## src/bcs_pkg.sv

```systemverilog
// Package of states, widths and encodings for the bus cycle sequencer
package bcs_pkg;

	localparam int ADDR_HI = 31;
	localparam int ADDR_LO = 3;
	localparam int DATA_W = 64;
	localparam int BE_W = 8;
	localparam int PAR_W = 8;
	localparam logic [2:0] BURST_BEATS = 3'h4;
	localparam logic [2:0] SINGLE_BEATS = 3'h1;
	localparam int SLOT_W = 112;

	typedef enum logic [2:0] {
		BCS_IDLE = 3'b000,
		BCS_ADDR = 3'b001,
		BCS_DATA = 3'b011,
		BCS_NAREQ = 3'b010,
		BCS_PADDR = 3'b110,
		BCS_PDATA = 3'b111,
		BCS_TURN = 3'b101
	} bcs_state_e;

endpackage : bcs_pkg

```

## src/bcs_slot_mem.sv

```systemverilog
// Two-entry register memory holding the descriptors of outstanding cycles
module bcs_slot_mem #(
	parameter int WIDTH = bcs_pkg::SLOT_W
) (
	input wire logic clk,
	input wire logic resetn,
	input wire logic wr_en,
	input wire logic wr_addr,
	input wire logic [WIDTH-1:0] wr_data,
	input wire logic rd_addr,
	output logic [WIDTH-1:0] rd_data
);
	logic [WIDTH-1:0] mem [2];

	always_ff @(posedge clk or negedge resetn) begin
		if (!resetn) begin
			mem[0] <= '0;
			mem[1] <= '0;
		end else if (wr_en) begin
			mem[wr_addr] <= wr_data;
		end
	end

	// Write-through so a slot written this cycle is read correctly next cycle
	always_ff @(posedge clk or negedge resetn) begin
		if (!resetn) begin
			rd_data <= '0;
		end else if (wr_en && wr_addr == rd_addr) begin
			rd_data <= wr_data;
		end else begin
			rd_data <= mem[rd_addr];
		end
	end
endmodule : bcs_slot_mem

```

## src/bcs_sequencer.sv

```systemverilog
// Local-bus cycle sequencer: state machine, pipelining, split cycles, cache handshake
module bcs_sequencer #(
	parameter int DATA_W = bcs_pkg::DATA_W
) (
	input wire logic clk,
	input wire logic resetn,
	// Core request side
	input wire logic req_valid,
	output logic req_ready,
	input wire logic [bcs_pkg::ADDR_HI:bcs_pkg::ADDR_LO] req_addr,
	input wire logic [bcs_pkg::BE_W-1:0] req_be,
	input wire logic [bcs_pkg::BE_W-1:0] req_be_hi,
	input wire logic req_split,
	input wire logic req_write,
	input wire logic req_code,
	input wire logic req_mem,
	input wire logic req_cache,
	input wire logic req_pcd,
	input wire logic req_pwt,
	input wire logic req_serialize,
	input wire logic [DATA_W-1:0] req_wdata,
	input wire logic [DATA_W-1:0] req_wdata_hi,
	output logic rsp_valid,
	output logic [DATA_W-1:0] rsp_rdata,
	output logic [bcs_pkg::PAR_W-1:0] rsp_parity,
	output logic rsp_cacheable,
	output logic rsp_writeback,
	output logic rsp_last,
	// Bus side, active-low pins named with _n
	output logic address_strobe_n,
	output logic [bcs_pkg::ADDR_HI:bcs_pkg::ADDR_LO] addr_out,
	output logic addr_oe,
	output logic [bcs_pkg::BE_W-1:0] byte_enables_n,
	output logic data_code_select,
	output logic write_read_select,
	output logic memory_io_select,
	output logic cacheable_intent_n,
	output logic page_cache_disable,
	output logic page_write_through,
	output logic [DATA_W-1:0] data_out,
	output logic data_oe,
	input wire logic [DATA_W-1:0] data_in,
	input wire logic [bcs_pkg::PAR_W-1:0] data_parity,
	input wire logic burst_ready_in_n,
	input wire logic next_address_request_n,
	input wire logic backoff_request_n,
	input wire logic cache_enable_in_n,
	input wire logic writeback_select,
	input wire logic write_buffer_empty_n,
	output logic [bcs_pkg::BE_W-1:0] data_parity_out,
	output logic state_busy
);
	// Descriptor layout in a slot
	localparam int F_WR = 0;
	localparam int F_CODE = 1;
	localparam int F_MEM = 2;
	localparam int F_CACHE = 3;
	localparam int F_PCD = 4;
	localparam int F_PWT = 5;
	localparam int F_SER = 6;
	localparam int F_BE = 7;
	localparam int F_ADDR = 15;
	localparam int F_DATA = 44;

	bcs_pkg::bcs_state_e state, next_state;

	// Synchronised bus inputs
	logic [5:0] in_s1, in_s2;
	logic [DATA_W-1:0] din_s1, din_s2;
	logic [bcs_pkg::PAR_W-1:0] dp_s1, dp_s2;
	logic burst_ready_in, na, backoff_request, ken, wbsel, write_buffer_empty;
	logic first_beat;
	logic rsp_first;

	always_ff @(posedge clk or negedge resetn) begin
		if (!resetn) begin
			in_s1 <= 6'h3f;
			in_s2 <= 6'h3f;
			din_s1 <= '0;
			din_s2 <= '0;
			dp_s1 <= '0;
			dp_s2 <= '0;
		end else begin
			in_s1 <= {burst_ready_in_n, next_address_request_n, backoff_request_n,
				cache_enable_in_n, ~writeback_select, write_buffer_empty_n};
			in_s2 <= in_s1;
			din_s1 <= data_in;
			din_s2 <= din_s1;
			dp_s1 <= data_parity;
			dp_s2 <= dp_s1;
		end
	end

	// The first data clock still shows the pin as it stood in the clock before the strobe
	assign burst_ready_in = ~in_s2[5] && !first_beat;
	assign na = ~in_s2[4];
	assign backoff_request = ~in_s2[3];
	assign ken = ~in_s2[2];
	assign wbsel = ~in_s2[1];
	assign write_buffer_empty = ~in_s2[0];

	// Pending request, with second half of a split held for issue right after
	logic pend_valid;
	logic [bcs_pkg::SLOT_W-1:0] pend_desc;
	logic split_hold;
	logic [bcs_pkg::SLOT_W-1:0] split_desc;
	logic ser_wait;
	logic issue;
	logic issue_ok;

	function automatic logic [bcs_pkg::SLOT_W-1:0] pack_desc(
		input logic [bcs_pkg::ADDR_HI:bcs_pkg::ADDR_LO] a,
		input logic [bcs_pkg::BE_W-1:0] be,
		input logic [DATA_W-1:0] d,
		input logic [6:0] ctl
	);
		pack_desc = {4'h0, d[DATA_W-1:DATA_W-64], a, be, ctl};
	endfunction : pack_desc

	// Direction of the cycle a descriptor describes
	function automatic logic desc_wr(input logic [bcs_pkg::SLOT_W-1:0] d);
		desc_wr = d[F_WR];
	endfunction : desc_wr

	logic [6:0] req_ctl;
	assign req_ctl = {req_serialize, req_pwt, req_pcd, req_cache, req_mem, req_code, req_write};

	assign req_ready = !pend_valid && !split_hold;
	assign issue_ok = !ser_wait;

	always_ff @(posedge clk or negedge resetn) begin
		if (!resetn) begin
			pend_valid <= 1'b0;
			pend_desc <= '0;
			split_hold <= 1'b0;
			split_desc <= '0;
		end else if (issue) begin
			// Upper half goes out as the very next cycle
			pend_valid <= split_hold;
			pend_desc <= split_desc;
			split_hold <= 1'b0;
		end else if (req_valid && req_ready) begin
			pend_valid <= 1'b1;
			pend_desc <= pack_desc(req_addr, req_be, req_wdata, req_ctl);
			split_hold <= req_split;
			split_desc <= pack_desc(req_addr + 29'h1, req_be_hi, req_wdata_hi, req_ctl);
		end
	end

	// Outstanding cycles: slot cur holds the cycle in data phase
	logic cur_ptr;
	logic [bcs_pkg::SLOT_W-1:0] cur_desc;
	logic [bcs_pkg::SLOT_W-1:0] nxt_desc;
	logic [2:0] beats_left;
	logic [2:0] next_beats;
	logic last_burst_ready_in;
	logic burst_cyc;
	logic dir_change;
	logic na_seen;
	logic ptr_swap;

	// A first ready that turns the cycle into a burst is not its last
	assign last_burst_ready_in = burst_ready_in && beats_left == 3'h1 && !(rsp_first && burst_cyc);
	// In pipeline address the new cycle still sits in the pending register
	assign dir_change = desc_wr(cur_desc) != desc_wr(state == bcs_pkg::BCS_PADDR ? pend_desc
		: nxt_desc);
	assign ptr_swap = last_burst_ready_in && (state == bcs_pkg::BCS_PADDR || state == bcs_pkg::BCS_PDATA);

	bcs_slot_mem #(
		.WIDTH(bcs_pkg::SLOT_W)
	) u_slots (
		.clk(clk),
		.resetn(resetn),
		.wr_en(issue),
		.wr_addr(state == bcs_pkg::BCS_PADDR ? ~cur_ptr : cur_ptr),
		.wr_data(pend_desc),
		// Read ahead so the next cycle's descriptor is out right after the swap
		.rd_addr(cur_ptr ^ ptr_swap),
		.rd_data(cur_desc)
	);

	// Pipelined descriptor copy, for the direction check
	always_ff @(posedge clk or negedge resetn) begin
		if (!resetn) begin
			nxt_desc <= '0;
		end else if (issue) begin
			nxt_desc <= pend_desc;
		end
	end

	assign issue = (state == bcs_pkg::BCS_ADDR) || (state == bcs_pkg::BCS_PADDR);

	// Next state
	always_comb begin
		next_state = state;
		case (state)
			bcs_pkg::BCS_IDLE: begin
				if (pend_valid && issue_ok) begin
					next_state = bcs_pkg::BCS_ADDR;
				end
			end
			bcs_pkg::BCS_ADDR: begin
				next_state = bcs_pkg::BCS_DATA;
			end
			bcs_pkg::BCS_DATA: begin
				if (first_beat) begin
					next_state = bcs_pkg::BCS_DATA;
				end else if (last_burst_ready_in) begin
					next_state = bcs_pkg::BCS_IDLE;
				end else if (na) begin
					next_state = bcs_pkg::BCS_NAREQ;
				end
			end
			bcs_pkg::BCS_NAREQ: begin
				if (last_burst_ready_in) begin
					next_state = (pend_valid && issue_ok) ? bcs_pkg::BCS_ADDR
						: bcs_pkg::BCS_IDLE;
				end else if (pend_valid && issue_ok) begin
					next_state = bcs_pkg::BCS_PADDR;
				end
			end
			bcs_pkg::BCS_PADDR: begin
				// next-address is not looked at here
				if (last_burst_ready_in) begin
					next_state = dir_change ? bcs_pkg::BCS_TURN
						: bcs_pkg::BCS_DATA;
				end else begin
					next_state = bcs_pkg::BCS_PDATA;
				end
			end
			bcs_pkg::BCS_PDATA: begin
				if (last_burst_ready_in) begin
					if (dir_change) begin
						next_state = bcs_pkg::BCS_TURN;
					end else if (na_seen || na) begin
						next_state = bcs_pkg::BCS_NAREQ;
					end else begin
						next_state = bcs_pkg::BCS_DATA;
					end
				end
			end
			bcs_pkg::BCS_TURN: begin
				next_state = na ? bcs_pkg::BCS_NAREQ : bcs_pkg::BCS_DATA;
			end
			default: begin
				next_state = bcs_pkg::BCS_IDLE;
			end
		endcase
	end

	always_ff @(posedge clk or negedge resetn) begin
		if (!resetn) begin
			state <= bcs_pkg::BCS_IDLE;
		end else if (backoff_request) begin
			state <= bcs_pkg::BCS_IDLE;
		end else begin
			state <= next_state;
		end
	end

	// Current-cycle pointer swaps when the pipelined cycle takes the data phase
	always_ff @(posedge clk or negedge resetn) begin
		if (!resetn) begin
			cur_ptr <= 1'b0;
		end else if (last_burst_ready_in && (state == bcs_pkg::BCS_PADDR
				|| state == bcs_pkg::BCS_PDATA)) begin
			cur_ptr <= ~cur_ptr;
		end
	end

	// NA seen in pipeline data carries over to a pipelined cycle of the same direction
	always_ff @(posedge clk or negedge resetn) begin
		if (!resetn) begin
			na_seen <= 1'b0;
		end else if (state != bcs_pkg::BCS_PDATA || last_burst_ready_in) begin
			na_seen <= 1'b0;
		end else if (na) begin
			na_seen <= 1'b1;
		end
	end

	// No ready is taken in the first data clock after a non-pipelined strobe
	always_ff @(posedge clk or negedge resetn) begin
		if (!resetn) begin
			first_beat <= 1'b0;
		end else begin
			first_beat <= state == bcs_pkg::BCS_ADDR;
		end
	end

	// Beat count: burst when a read with cache intent and no page cache disable sees cache enable on first ready
	assign burst_cyc = !desc_wr(cur_desc) && cur_desc[F_CACHE] && ken
		&& !(cur_desc[F_PCD]);

	always_comb begin
		next_beats = beats_left;
		if (burst_ready_in && beats_left != 3'h0) begin
			if (beats_left == bcs_pkg::SINGLE_BEATS && rsp_first && burst_cyc) begin
				next_beats = bcs_pkg::BURST_BEATS - 3'h1;
			end else begin
				next_beats = beats_left - 3'h1;
			end
		end
	end

	logic data_phase;
	assign data_phase = state == bcs_pkg::BCS_DATA || state == bcs_pkg::BCS_NAREQ
		|| state == bcs_pkg::BCS_PADDR || state == bcs_pkg::BCS_PDATA;

	always_ff @(posedge clk or negedge resetn) begin
		if (!resetn) begin
			beats_left <= 3'h0;
			rsp_first <= 1'b0;
		end else if (backoff_request) begin
			beats_left <= 3'h0;
			rsp_first <= 1'b0;
		end else if (state == bcs_pkg::BCS_ADDR) begin
			beats_left <= bcs_pkg::SINGLE_BEATS;
			rsp_first <= 1'b1;
		end else if (last_burst_ready_in && !(beats_left == bcs_pkg::SINGLE_BEATS && rsp_first
				&& burst_cyc) && (state == bcs_pkg::BCS_PADDR
				|| state == bcs_pkg::BCS_PDATA)) begin
			beats_left <= bcs_pkg::SINGLE_BEATS;
			rsp_first <= 1'b1;
		end else if (data_phase && burst_ready_in) begin
			beats_left <= next_beats;
			rsp_first <= 1'b0;
		end
	end

	// Serializing write: hold further cycles until buffer empty is seen
	always_ff @(posedge clk or negedge resetn) begin
		if (!resetn) begin
			ser_wait <= 1'b0;
		end else if (issue && pend_desc[F_SER] && desc_wr(pend_desc)) begin
			ser_wait <= 1'b1;
		end else if (write_buffer_empty && state == bcs_pkg::BCS_IDLE) begin
			ser_wait <= 1'b0;
		end
	end

	// Response to the core
	always_ff @(posedge clk or negedge resetn) begin
		if (!resetn) begin
			rsp_valid <= 1'b0;
			rsp_rdata <= '0;
			rsp_parity <= '0;
			rsp_cacheable <= 1'b0;
			rsp_writeback <= 1'b0;
			rsp_last <= 1'b0;
		end else begin
			rsp_valid <= data_phase && burst_ready_in && !backoff_request;
			rsp_rdata <= din_s2;
			rsp_parity <= dp_s2;
			// Decided on the first ready and held for the rest of the burst
			if (burst_ready_in && rsp_first) begin
				rsp_cacheable <= burst_cyc;
			end
			rsp_writeback <= wbsel;
			rsp_last <= last_burst_ready_in && !(rsp_first && burst_cyc);
		end
	end

	// Bus drive: address group loaded in strobe states and enabled until idle, data for writes
	always_ff @(posedge clk or negedge resetn) begin
		if (!resetn) begin
			address_strobe_n <= 1'b1;
			addr_out <= '0;
			addr_oe <= 1'b0;
			byte_enables_n <= 8'hff;
			data_code_select <= 1'b0;
			write_read_select <= 1'b0;
			memory_io_select <= 1'b0;
			cacheable_intent_n <= 1'b1;
			page_cache_disable <= 1'b0;
			page_write_through <= 1'b0;
		end else if (!backoff_request && (next_state == bcs_pkg::BCS_ADDR
				|| next_state == bcs_pkg::BCS_PADDR)) begin
			address_strobe_n <= 1'b0;
			addr_out <= pend_desc[F_ADDR +: 29];
			addr_oe <= 1'b1;
			byte_enables_n <= ~pend_desc[F_BE +: 8];
			data_code_select <= pend_desc[F_CODE];
			write_read_select <= pend_desc[F_WR];
			memory_io_select <= pend_desc[F_MEM];
			cacheable_intent_n <= ~pend_desc[F_CACHE];
			page_cache_disable <= pend_desc[F_PCD];
			page_write_through <= pend_desc[F_PWT];
		end else begin
			address_strobe_n <= 1'b1;
			addr_oe <= !backoff_request && next_state != bcs_pkg::BCS_IDLE;
		end
	end

	// Write data from the edge after the strobe; off during turnaround
	always_ff @(posedge clk or negedge resetn) begin
		if (!resetn) begin
			data_out <= '0;
			data_oe <= 1'b0;
			data_parity_out <= '0;
		end else begin
			data_oe <= !backoff_request && desc_wr(state == bcs_pkg::BCS_ADDR ? pend_desc : cur_desc)
				&& (next_state == bcs_pkg::BCS_DATA || next_state == bcs_pkg::BCS_NAREQ
				|| next_state == bcs_pkg::BCS_PDATA
				|| next_state == bcs_pkg::BCS_PADDR);
			data_out <= (state == bcs_pkg::BCS_ADDR) ? pend_desc[F_DATA +: 64]
				: cur_desc[F_DATA +: 64];
			data_parity_out <= '0;
		end
	end

	assign state_busy = state != bcs_pkg::BCS_IDLE;
endmodule : bcs_sequencer

```

## config.mk

```make
export PLATFORM = sky130hd
export DESIGN_NAME = bcs_sequencer
export DESIGN_NICKNAME = d
export VERILOG_FILES = /design/src/bcs_pkg.sv /design/src/bcs_slot_mem.sv /design/src/bcs_sequencer.sv
export SDC_FILE = /design/constraint.sdc
export NUM_CORES = 1
export LEC_CHECK = 0
export BUFFER_PORTS_ARGS = -buffer_cell sky130_fd_sc_hd__buf_2
export CAP_MARGIN = 20
export CORE_MARGIN = 2
export CORE_UTILIZATION = 25
export CTS_CLUSTER_DIAMETER = 60
export DETAILED_ROUTE_END_ITERATION = 7
export PLACE_DENSITY_LB_ADDON = 0.05
export SLEW_MARGIN = 20
export SYNTH_ARGS = -nofsm -noshare
export SYNTH_HDL_FRONTEND = slang
export SYNTH_SLANG_ARGS = --single-unit
```

## constraint.sdc

```tcl
create_clock -name clk -period 3.45 [get_ports clk]
set_clock_uncertainty 0.15 [all_clocks]
set_input_delay 0.345 -clock clk [delete_from_list [all_inputs] [get_ports clk]]
set_output_delay 0.345 -clock clk [all_outputs]
set_load 0.005 [all_outputs]
```

# [After elaboration in Yosys (flattened, before gate mapping)]
# Cells that the tools add are included.
[op_classes] n_reduce_logical=56 eq_ne=18 add_sub_neg=2 n_bitwise=13 n_lt_le_gt_ge=3 n_mux=48
[ops] cell="108-bit two-way mux" count=4
[ops] cell="112-bit two-way mux" count=3
[ops] cell="224-bit bitwise mux" count=1
[ops] cell="112-bit demux with 1-bit select" count=1
[ops] cell="64-bit two-way mux" count=1
[ops] cell="3-bit two-way mux" count=17
[ops] cell="29-bit by 1-bit adder with 29-bit output (second input constant)" count=1
[ops] cell="1-bit logical AND" count=29
[ops] cell="3-bit case mux with 7 select lines" count=1
[ops] cell="1-bit two-way mux" count=20
[ops] cell="3-bit == test (second input constant)" count=5
[ops] cell="3-bit by 2-bit == test with 1-bit output (second input constant)" count=4
[ops] cell="1-bit logical OR" count=11
[ops] cell="3-bit by 1-bit == test with 1-bit output (second input constant)" count=3
[ops] cell="1-bit NOT" count=9
[ops] cell="3-bit nonzero test" count=3
[ops] cell="1-bit zero test" count=8
[ops] cell="4-bit by 1-bit inequality test with 1-bit output (second input constant)" count=2
[ops] cell="8-bit NOT" count=1
[ops] cell="2-bit greater-or-equal comparator (second input constant)" count=2
[ops] cell="1-bit NOT with 2-bit output" count=2
[ops] cell="2-bit AND reduction" count=2
[ops] cell="2-bit nonzero test" count=2
[ops] cell="3-bit zero test" count=1
[ops] cell="7 further kinds" count=7
[totals] elab_cells=179 input_bits=262 output_inout_bits=196 reg_bits=908

# [Depth between registers and ports, before layout]
[logic_depth] word_depth=15 mapped_depth=11 mapped_depth_nobuf=8

# [Hierarchy]
# From an unflattened synthesis, not the netlist that was laid out.
[hier_totals] cells_unflattened=2383 hier_area_um2=34020.1
[by_module_without_submodules] mod="bcs_sequencer" seq_area_each_um2=14341.3 instances=1 area_each_um2=20223.1 cells_per_inst=1397
[by_module_without_submodules] mod="bcs_slot_mem" seq_area_each_um2=8408.1 instances=1 area_each_um2=13797.0 cells_per_inst=986

# [Worst setup path before layout]
# No wires, ideal clock.
[synth_timing] kind="register to register" startpoint="register beats_left[1]" endpoint="register u_slots.rd_data[88]" slack_ns=0.814 setup_time_ns=0.137 path_buffers=3 arrival_ns=2.349 stages_incl_launch_ff=12 synth_period_minus_slack_ns=2.636 required_ns=3.163 cell_sequence="dfrtp_1 > inv_1 > ha_1 > or4b_4 > a21oi_2 > buf_6 > nand3_1 > xor2_1 > buf_4 > buf_4 > mux2i_1 > a21oi_1"
[synth_between] elab_chain_cells=10 word_cells_on_any_way=12 cone_classes="2 x eq/ne; 4 x mux; 2 x bitwise; 4 x reduce/logical"
[synth_rtl] item="start, declared" line="bcs_sequencer.sv:154" rtl="logic [2:0] beats_left;"
[synth_rtl] item="start signal, assigned" line="bcs_sequencer.sv:318" rtl="beats_left <= bcs_pkg::SINGLE_BEATS;"
[synth_rtl] item="start signal, assigned" line="bcs_sequencer.sv:323" rtl="beats_left <= bcs_pkg::SINGLE_BEATS;"
[synth_rtl] item="start signal, assigned" line="bcs_sequencer.sv:326" rtl="beats_left <= next_beats;"
[synth_rtl] item="3-bit by 1-bit == test with 1-bit output *" line="bcs_sequencer.sv:163" rtl="assign last_burst_ready_in = burst_ready_in && beats_left == 3'h1 && !(rsp_first && burst_cyc);"
[synth_rtl] item="1-bit logical AND * (2 in series)" line="bcs_sequencer.sv:163"
[synth_rtl] item="1-bit logical AND *" line="bcs_sequencer.sv:167" rtl="assign ptr_swap = last_burst_ready_in && (state == bcs_pkg::BCS_PADDR || state == bcs_pkg::BCS_PDATA);"
[synth_rtl] item="1-bit XOR *" line="bcs_sequencer.sv:178" rtl=".rd_addr(cur_ptr ^ ptr_swap),"
[synth_rtl] item="1-bit NOT with 2-bit output (not written as such)" line="bcs_slot_mem.sv:31" rtl="rd_data <= mem[rd_addr];"
[synth_rtl] item="108-bit two-way mux (not written as such) (3 in series)" line="bcs_slot_mem.sv:31"
[synth_rtl] item="108-bit two-way mux *" line="bcs_slot_mem.sv:28" rtl="end else if (wr_en && wr_addr == rd_addr) begin"
[synth_rtl] item="end signal, assigned" line="bcs_slot_mem.sv:29" rtl="rd_data <= wr_data;"
[synth_rtl] item="end signal, assigned" line="bcs_slot_mem.sv:31"
[synth_rtl] item="end, declared" line="bcs_slot_mem.sv:11" rtl="output logic [WIDTH-1:0] rd_data"
# Every way passes the cells marked *; elsewhere a longest branch is shown, timed or not. The select of a mux whose other input is x is not followed.
# A chain may end at the register's enable or synchronous reset.

# [Worst setup path after layout]
[layout_timing] startpoint="register beats_left[1]" endpoint="register addr_out[27] (netlist bit)"
[layout_between] elab_chain_cells=9 word_cells_on_any_way=13 cone_classes="3 x eq/ne; 6 x mux; 4 x reduce/logical"
[layout_rtl] item="3-bit by 1-bit == test with 1-bit output *" line="bcs_sequencer.sv:163"
[layout_rtl] item="1-bit logical AND * (2 in series)" line="bcs_sequencer.sv:163"
[layout_rtl] item="3-bit two-way mux" line="bcs_sequencer.sv:208" rtl="end else if (last_burst_ready_in) begin"
[layout_rtl] item="3-bit two-way mux" line="bcs_sequencer.sv:206" rtl="if (first_beat) begin"
[layout_rtl] item="3-bit case mux with 7 select lines *" line="bcs_sequencer.sv:196" rtl="case (state)"
[layout_rtl] item="3-bit by 1-bit == test with 1-bit output or 3-bit == test (tied branches)" line="bcs_sequencer.sv:377, bcs_sequencer.sv:378"
[layout_rtl] item="1-bit logical OR *" line="bcs_sequencer.sv:378" rtl="|| next_state == bcs_pkg::BCS_PADDR)) begin"
[layout_rtl] item="1-bit logical AND *" line="bcs_sequencer.sv:377" rtl="end else if (!backoff_request && (next_state == bcs_pkg::BCS_ADDR"
[layout_rtl] item="end signal, assigned" line="bcs_sequencer.sv:380" rtl="addr_out <= pend_desc[F_ADDR +: 29];"
[layout_rtl] item="end, declared" line="bcs_sequencer.sv:31" rtl="output logic [bcs_pkg::ADDR_HI:bcs_pkg::ADDR_LO] addr_out,"
# Every way passes the cells marked *; elsewhere a longest branch is shown, timed or not.

==> flow_summary.toml <==
[run_status]
outcome = "completed"

[pwr]
power_leakage_uw = 0.01863
irDropWorstVdd_mv = 0.7033
power_per_cell_area_nw_per_um2 = 911.0

[worst_setup_path]
critical_path_type = "reg2reg"
slowest_cell_on_crit_path = "sky130_fd_sc_hd__or4b_4"
critPathArrivalTime_ns = 3.43
cp.required_ns = 3.83
path_cells = "inv_1, ha_1, or4b_4, a21oi_2, buf_4, nand4_2, a2111oi_4, buf_12, or4_1, nand3_1"
max_stage_delay_ns = 0.47
cp-end-kind = "flip-flop"
start_kind = "flip-flop"
crit_fanout = 89

[clock_network]
cts_tree = "built"
post-cts-setup-buffers = 0
holdBufCountCts = 268
insertion_delay_ns = 0.67
root_buffer = "sky130_fd_sc_hd__clkbuf_16"
cts_made_buffers = 103
cts_buffer_depth = 3
cts.sinks = 773
clk_pin_slew_worst_paths_ns = 0.06
ctsHtreeMaxLevel = 3
post_cts.resized_instances = 0

[synth]
cell_type_with_the_highest_aggregate_area_in_the_netlist = "sky130_fd_sc_hd__dfrtp_1"
area_share_of_and_or_nand_nor_cells_after_synthesis_pct = 13.10
asr_flop_ratio_synth_pct = 100.0
yosysWarningCount = 0
leading_register_cell_type_out_of_synthesis = "sky130_fd_sc_hd__dfrtp_1"
synth_compound_gate_area_share_pct = 6.701
yosys.area_share.adder_pct = 0.1704
synth_cell_type_count = 49
yosys_register_bits = 773
multiplexer_fraction_of_the_synthesized_cell_area_pct = 10.09
syn_area_per_cell_um2 = 11.46
synth_top_cells_by_area = "sky130_fd_sc_hd__dfrtp_1 64%, sky130_fd_sc_hd__nand2_1 6.0%, sky130_fd_sc_hd__mux2_2 5.2%"
synth-edff-count = 0
synthesis.area_um2 = 29370
post_synth_inst_count = 2564
synthDominantCellAreaShare_pct = 63.99
post_synth_xor_area_fraction_pct = 0.8648
synth_top_family_by_area = "simple AND/OR/NAND/NOR gates"
sequential_element_share_of_the_synthesized_area_pct = 65.95

[sta]
setup-violations-final = 0
relSlewSlack_pct = 30.63
period_minus_slack_ns = 3.046
final-max-slew-violation-count = 0
final_min_period_over_clock_period_pct = 88.29
rsz_0062_raised_after_global_routing = "no"
worst_slew_pin_slew_ns = 1.040
setup-tns-final_ns = 0
fmax_mhz = 328.3
fin_worst_hold_slack_ns = 0.09316
timing.final.hold_violations = 0

[die]
initial_utilization_pct = 25.24
coreArea_um2 = 116400
placement_rows = 125
ioPinCount = 458
design.die.area_um2 = 120200
die_height_um = 346.8
die_w_um = 346.8

[drt]
drtIter0Drc = 906
route.detailed.wl_per_inst_um = 17.87
ant_nets = 0
drt_pre_antenna_iters = 5
via_per_inst = 4.311
drt_drc_violations_left = 0
detail_route.wirelength_um = 87340
dr_total_vias = 21060

[placed_design]
placement.io_buffers = 449
placedInstanceArea_um2 = 33630
gp_congestion = 0.7444
place_hpwl_um = 54610

[job]
max_cap_viol_count = 0

[finish]
design.final.nets = 3539
nFillCells = 11770
share_of_post_route_cells_with_drive_strength_above_1_pct = 24.99
finish.instance_area_um2 = 39850
most-common-layout-cells = "751 x sky130_fd_sc_hd__dfrtp_1, 466 x sky130_fd_sc_hd__nand2_1, 448 x sky130_fd_sc_hd__buf_2, 274 x sky130_fd_sc_hd__a21oi_1, 268 x sky130_fd_sc_hd__dlygate4sd3_1"
syn2layout_area_growth_pct = 35.68
layout.cells.most_common = "sky130_fd_sc_hd__dfrtp_1"

[global_route]
wire_length_of_the_first_global_routing_pass_um = 135200
maximum_number_of_pins_on_one_net_before_global_route_repair = 135
number_of_global_route_vias_before_repair = 22410
global_route.overflow_total = 0
grtUsageTotal_pct = 14.49
number_of_antenna_violations_at_the_first_check_in_global_routing = 15

[hold_path]
worstHoldPathType = "in2async"
per-layer routing:
layer  global-route usage (%)  wire [µm]  up-vias
met1                    18.29      38050    10450
met5                        0        113        -
li1                         -          -    10040
met3                    3.579       4152      153
met4                    4.596       2622       22
met2                    24.32      42400      398
kinds of logic (layout without fill, tap and decap cells):
| family | Yosys count | in the layout |
|---|---|---|
| compound gates | 358 | 358 |
| xor+xnor | 29 | 29 |
| fa+ha+maj | 4 | 4 |
| buf+inv | 216 | 1002 |
| flops | 773 | 773 |
| mux | 279 | 279 |
| other cells | 1 | 13 |
| simple gates | 904 | 904 |
cells in the mapped netlist (2+ instances only):
cell type and n:
sky130_fd_sc_hd__dfrtp_1 751, sky130_fd_sc_hd__nand2_1 468, sky130_fd_sc_hd__a21oi_1 275, sky130_fd_sc_hd__nor2_1 246
sky130_fd_sc_hd__mux2i_1 143, sky130_fd_sc_hd__mux2_2 136, sky130_fd_sc_hd__clkbuf_1 132, sky130_fd_sc_hd__nand3_1 54
sky130_fd_sc_hd__nor3_1 51, sky130_fd_sc_hd__inv_1 44, sky130_fd_sc_hd__o211ai_1 43, sky130_fd_sc_hd__or4_1 43
sky130_fd_sc_hd__dfstp_2 22, sky130_fd_sc_hd__o21ai_0 19, sky130_fd_sc_hd__xor2_1 15, sky130_fd_sc_hd__xnor2_1 14
sky130_fd_sc_hd__buf_4 12, sky130_fd_sc_hd__buf_1 11, sky130_fd_sc_hd__buf_2 10, sky130_fd_sc_hd__nor2b_1 9
sky130_fd_sc_hd__and3_1 6, sky130_fd_sc_hd__buf_6 6, sky130_fd_sc_hd__nand4_1 5, sky130_fd_sc_hd__ha_1 4
sky130_fd_sc_hd__nor3b_1 4, sky130_fd_sc_hd__o21ai_1 4, sky130_fd_sc_hd__or3_1 4, sky130_fd_sc_hd__a21boi_0 3
sky130_fd_sc_hd__nand2b_1 3, sky130_fd_sc_hd__a211o_1 2, sky130_fd_sc_hd__a21o_1 2, sky130_fd_sc_hd__a31oi_1 2
sky130_fd_sc_hd__a41oi_1 2, sky130_fd_sc_hd__and4_1 2, sky130_fd_sc_hd__and4b_1 2, sky130_fd_sc_hd__nand3b_1 2
through the flow:
step | std cells | setup WS, ns | total power, µW | utilization [%]
floorplan | 2571 | 0.8136 | 21280 | -
global placement | 4424 | 0.4498 | 25300 | 28.90
detailed placement | 4424 | 0.4162 | 25670 | 28.90
CTS | 4881 | 0.3894 | 37110 | 34.24
global route | 4885 | 0.2255 | 39040 | 34.25
finish | 4886 | 0.4041 | 36300 | 34.25
critical path: cells and delay by family (launching register included):
kind,cells,cell delay (ns)
AND/OR/NAND/NOR,4,0.83
AO/OA/AOI/OAI,2,0.67
adder cells (fa/ha/maj),1,0.18
buffers and inverters,3,0.69
flip-flops,1,0.36
flip-flops by register name, summed over array words and instances, names as in the netlist, 3 cells and up:
register,cells
beats_left,3
pend_desc,108
u_slots.mem,134
din_s2,64
u_slots.rd_data,67
in_s1,6
split_desc,108
in_s2,6
dp_s1,8
state,3
addr_out,29
dp_s2,8
data_out,64
rsp_parity,8
byte_enables_n,8
din_s1,64
rsp_rdata,64
final cells by class:
cell class                      count  area, µm²  area share [%]
Clock buffer                      153       3073           7.711
Inverter                           45      170.2          0.4270
Tap cell                         1524       1907           4.785
Clock inverter                     36      450.4           1.130
Timing Repair Buffer              768       5648           14.17
Multi-Input combinational cell   1582       9219           23.13
Antenna cell                        5      12.51         0.03140
Sequential cell                   773      19370           48.61
where the power goes:
group	switching, µW	leakage (µW)	internal, µW
registers	2010	0.00916	12400
logic	6350	0.00776	4640
clock network	4110	0.00171	6760
total	12500	0.0186	23800
final timing paths:
path / start / to / slack (ns) / cells past startpoint
min reg2reg: din_s1[56] / din_s2[56] / 0.19 / 0
min: resetn / din_s2[14] / 0.09 / 2
max reg2reg: beats_left[1] / addr_out[27] / 0.40 / 10
max: beats_left[1] / addr_out[27] / 0.40 / 10
max in group asynchronous: resetn / pend_desc[79] / 2.01 / 3
min in group clk: data_in[40] / din_s1[40] / 0.17 / 2
No activity file was read; power rests on OpenSTA's default activity.
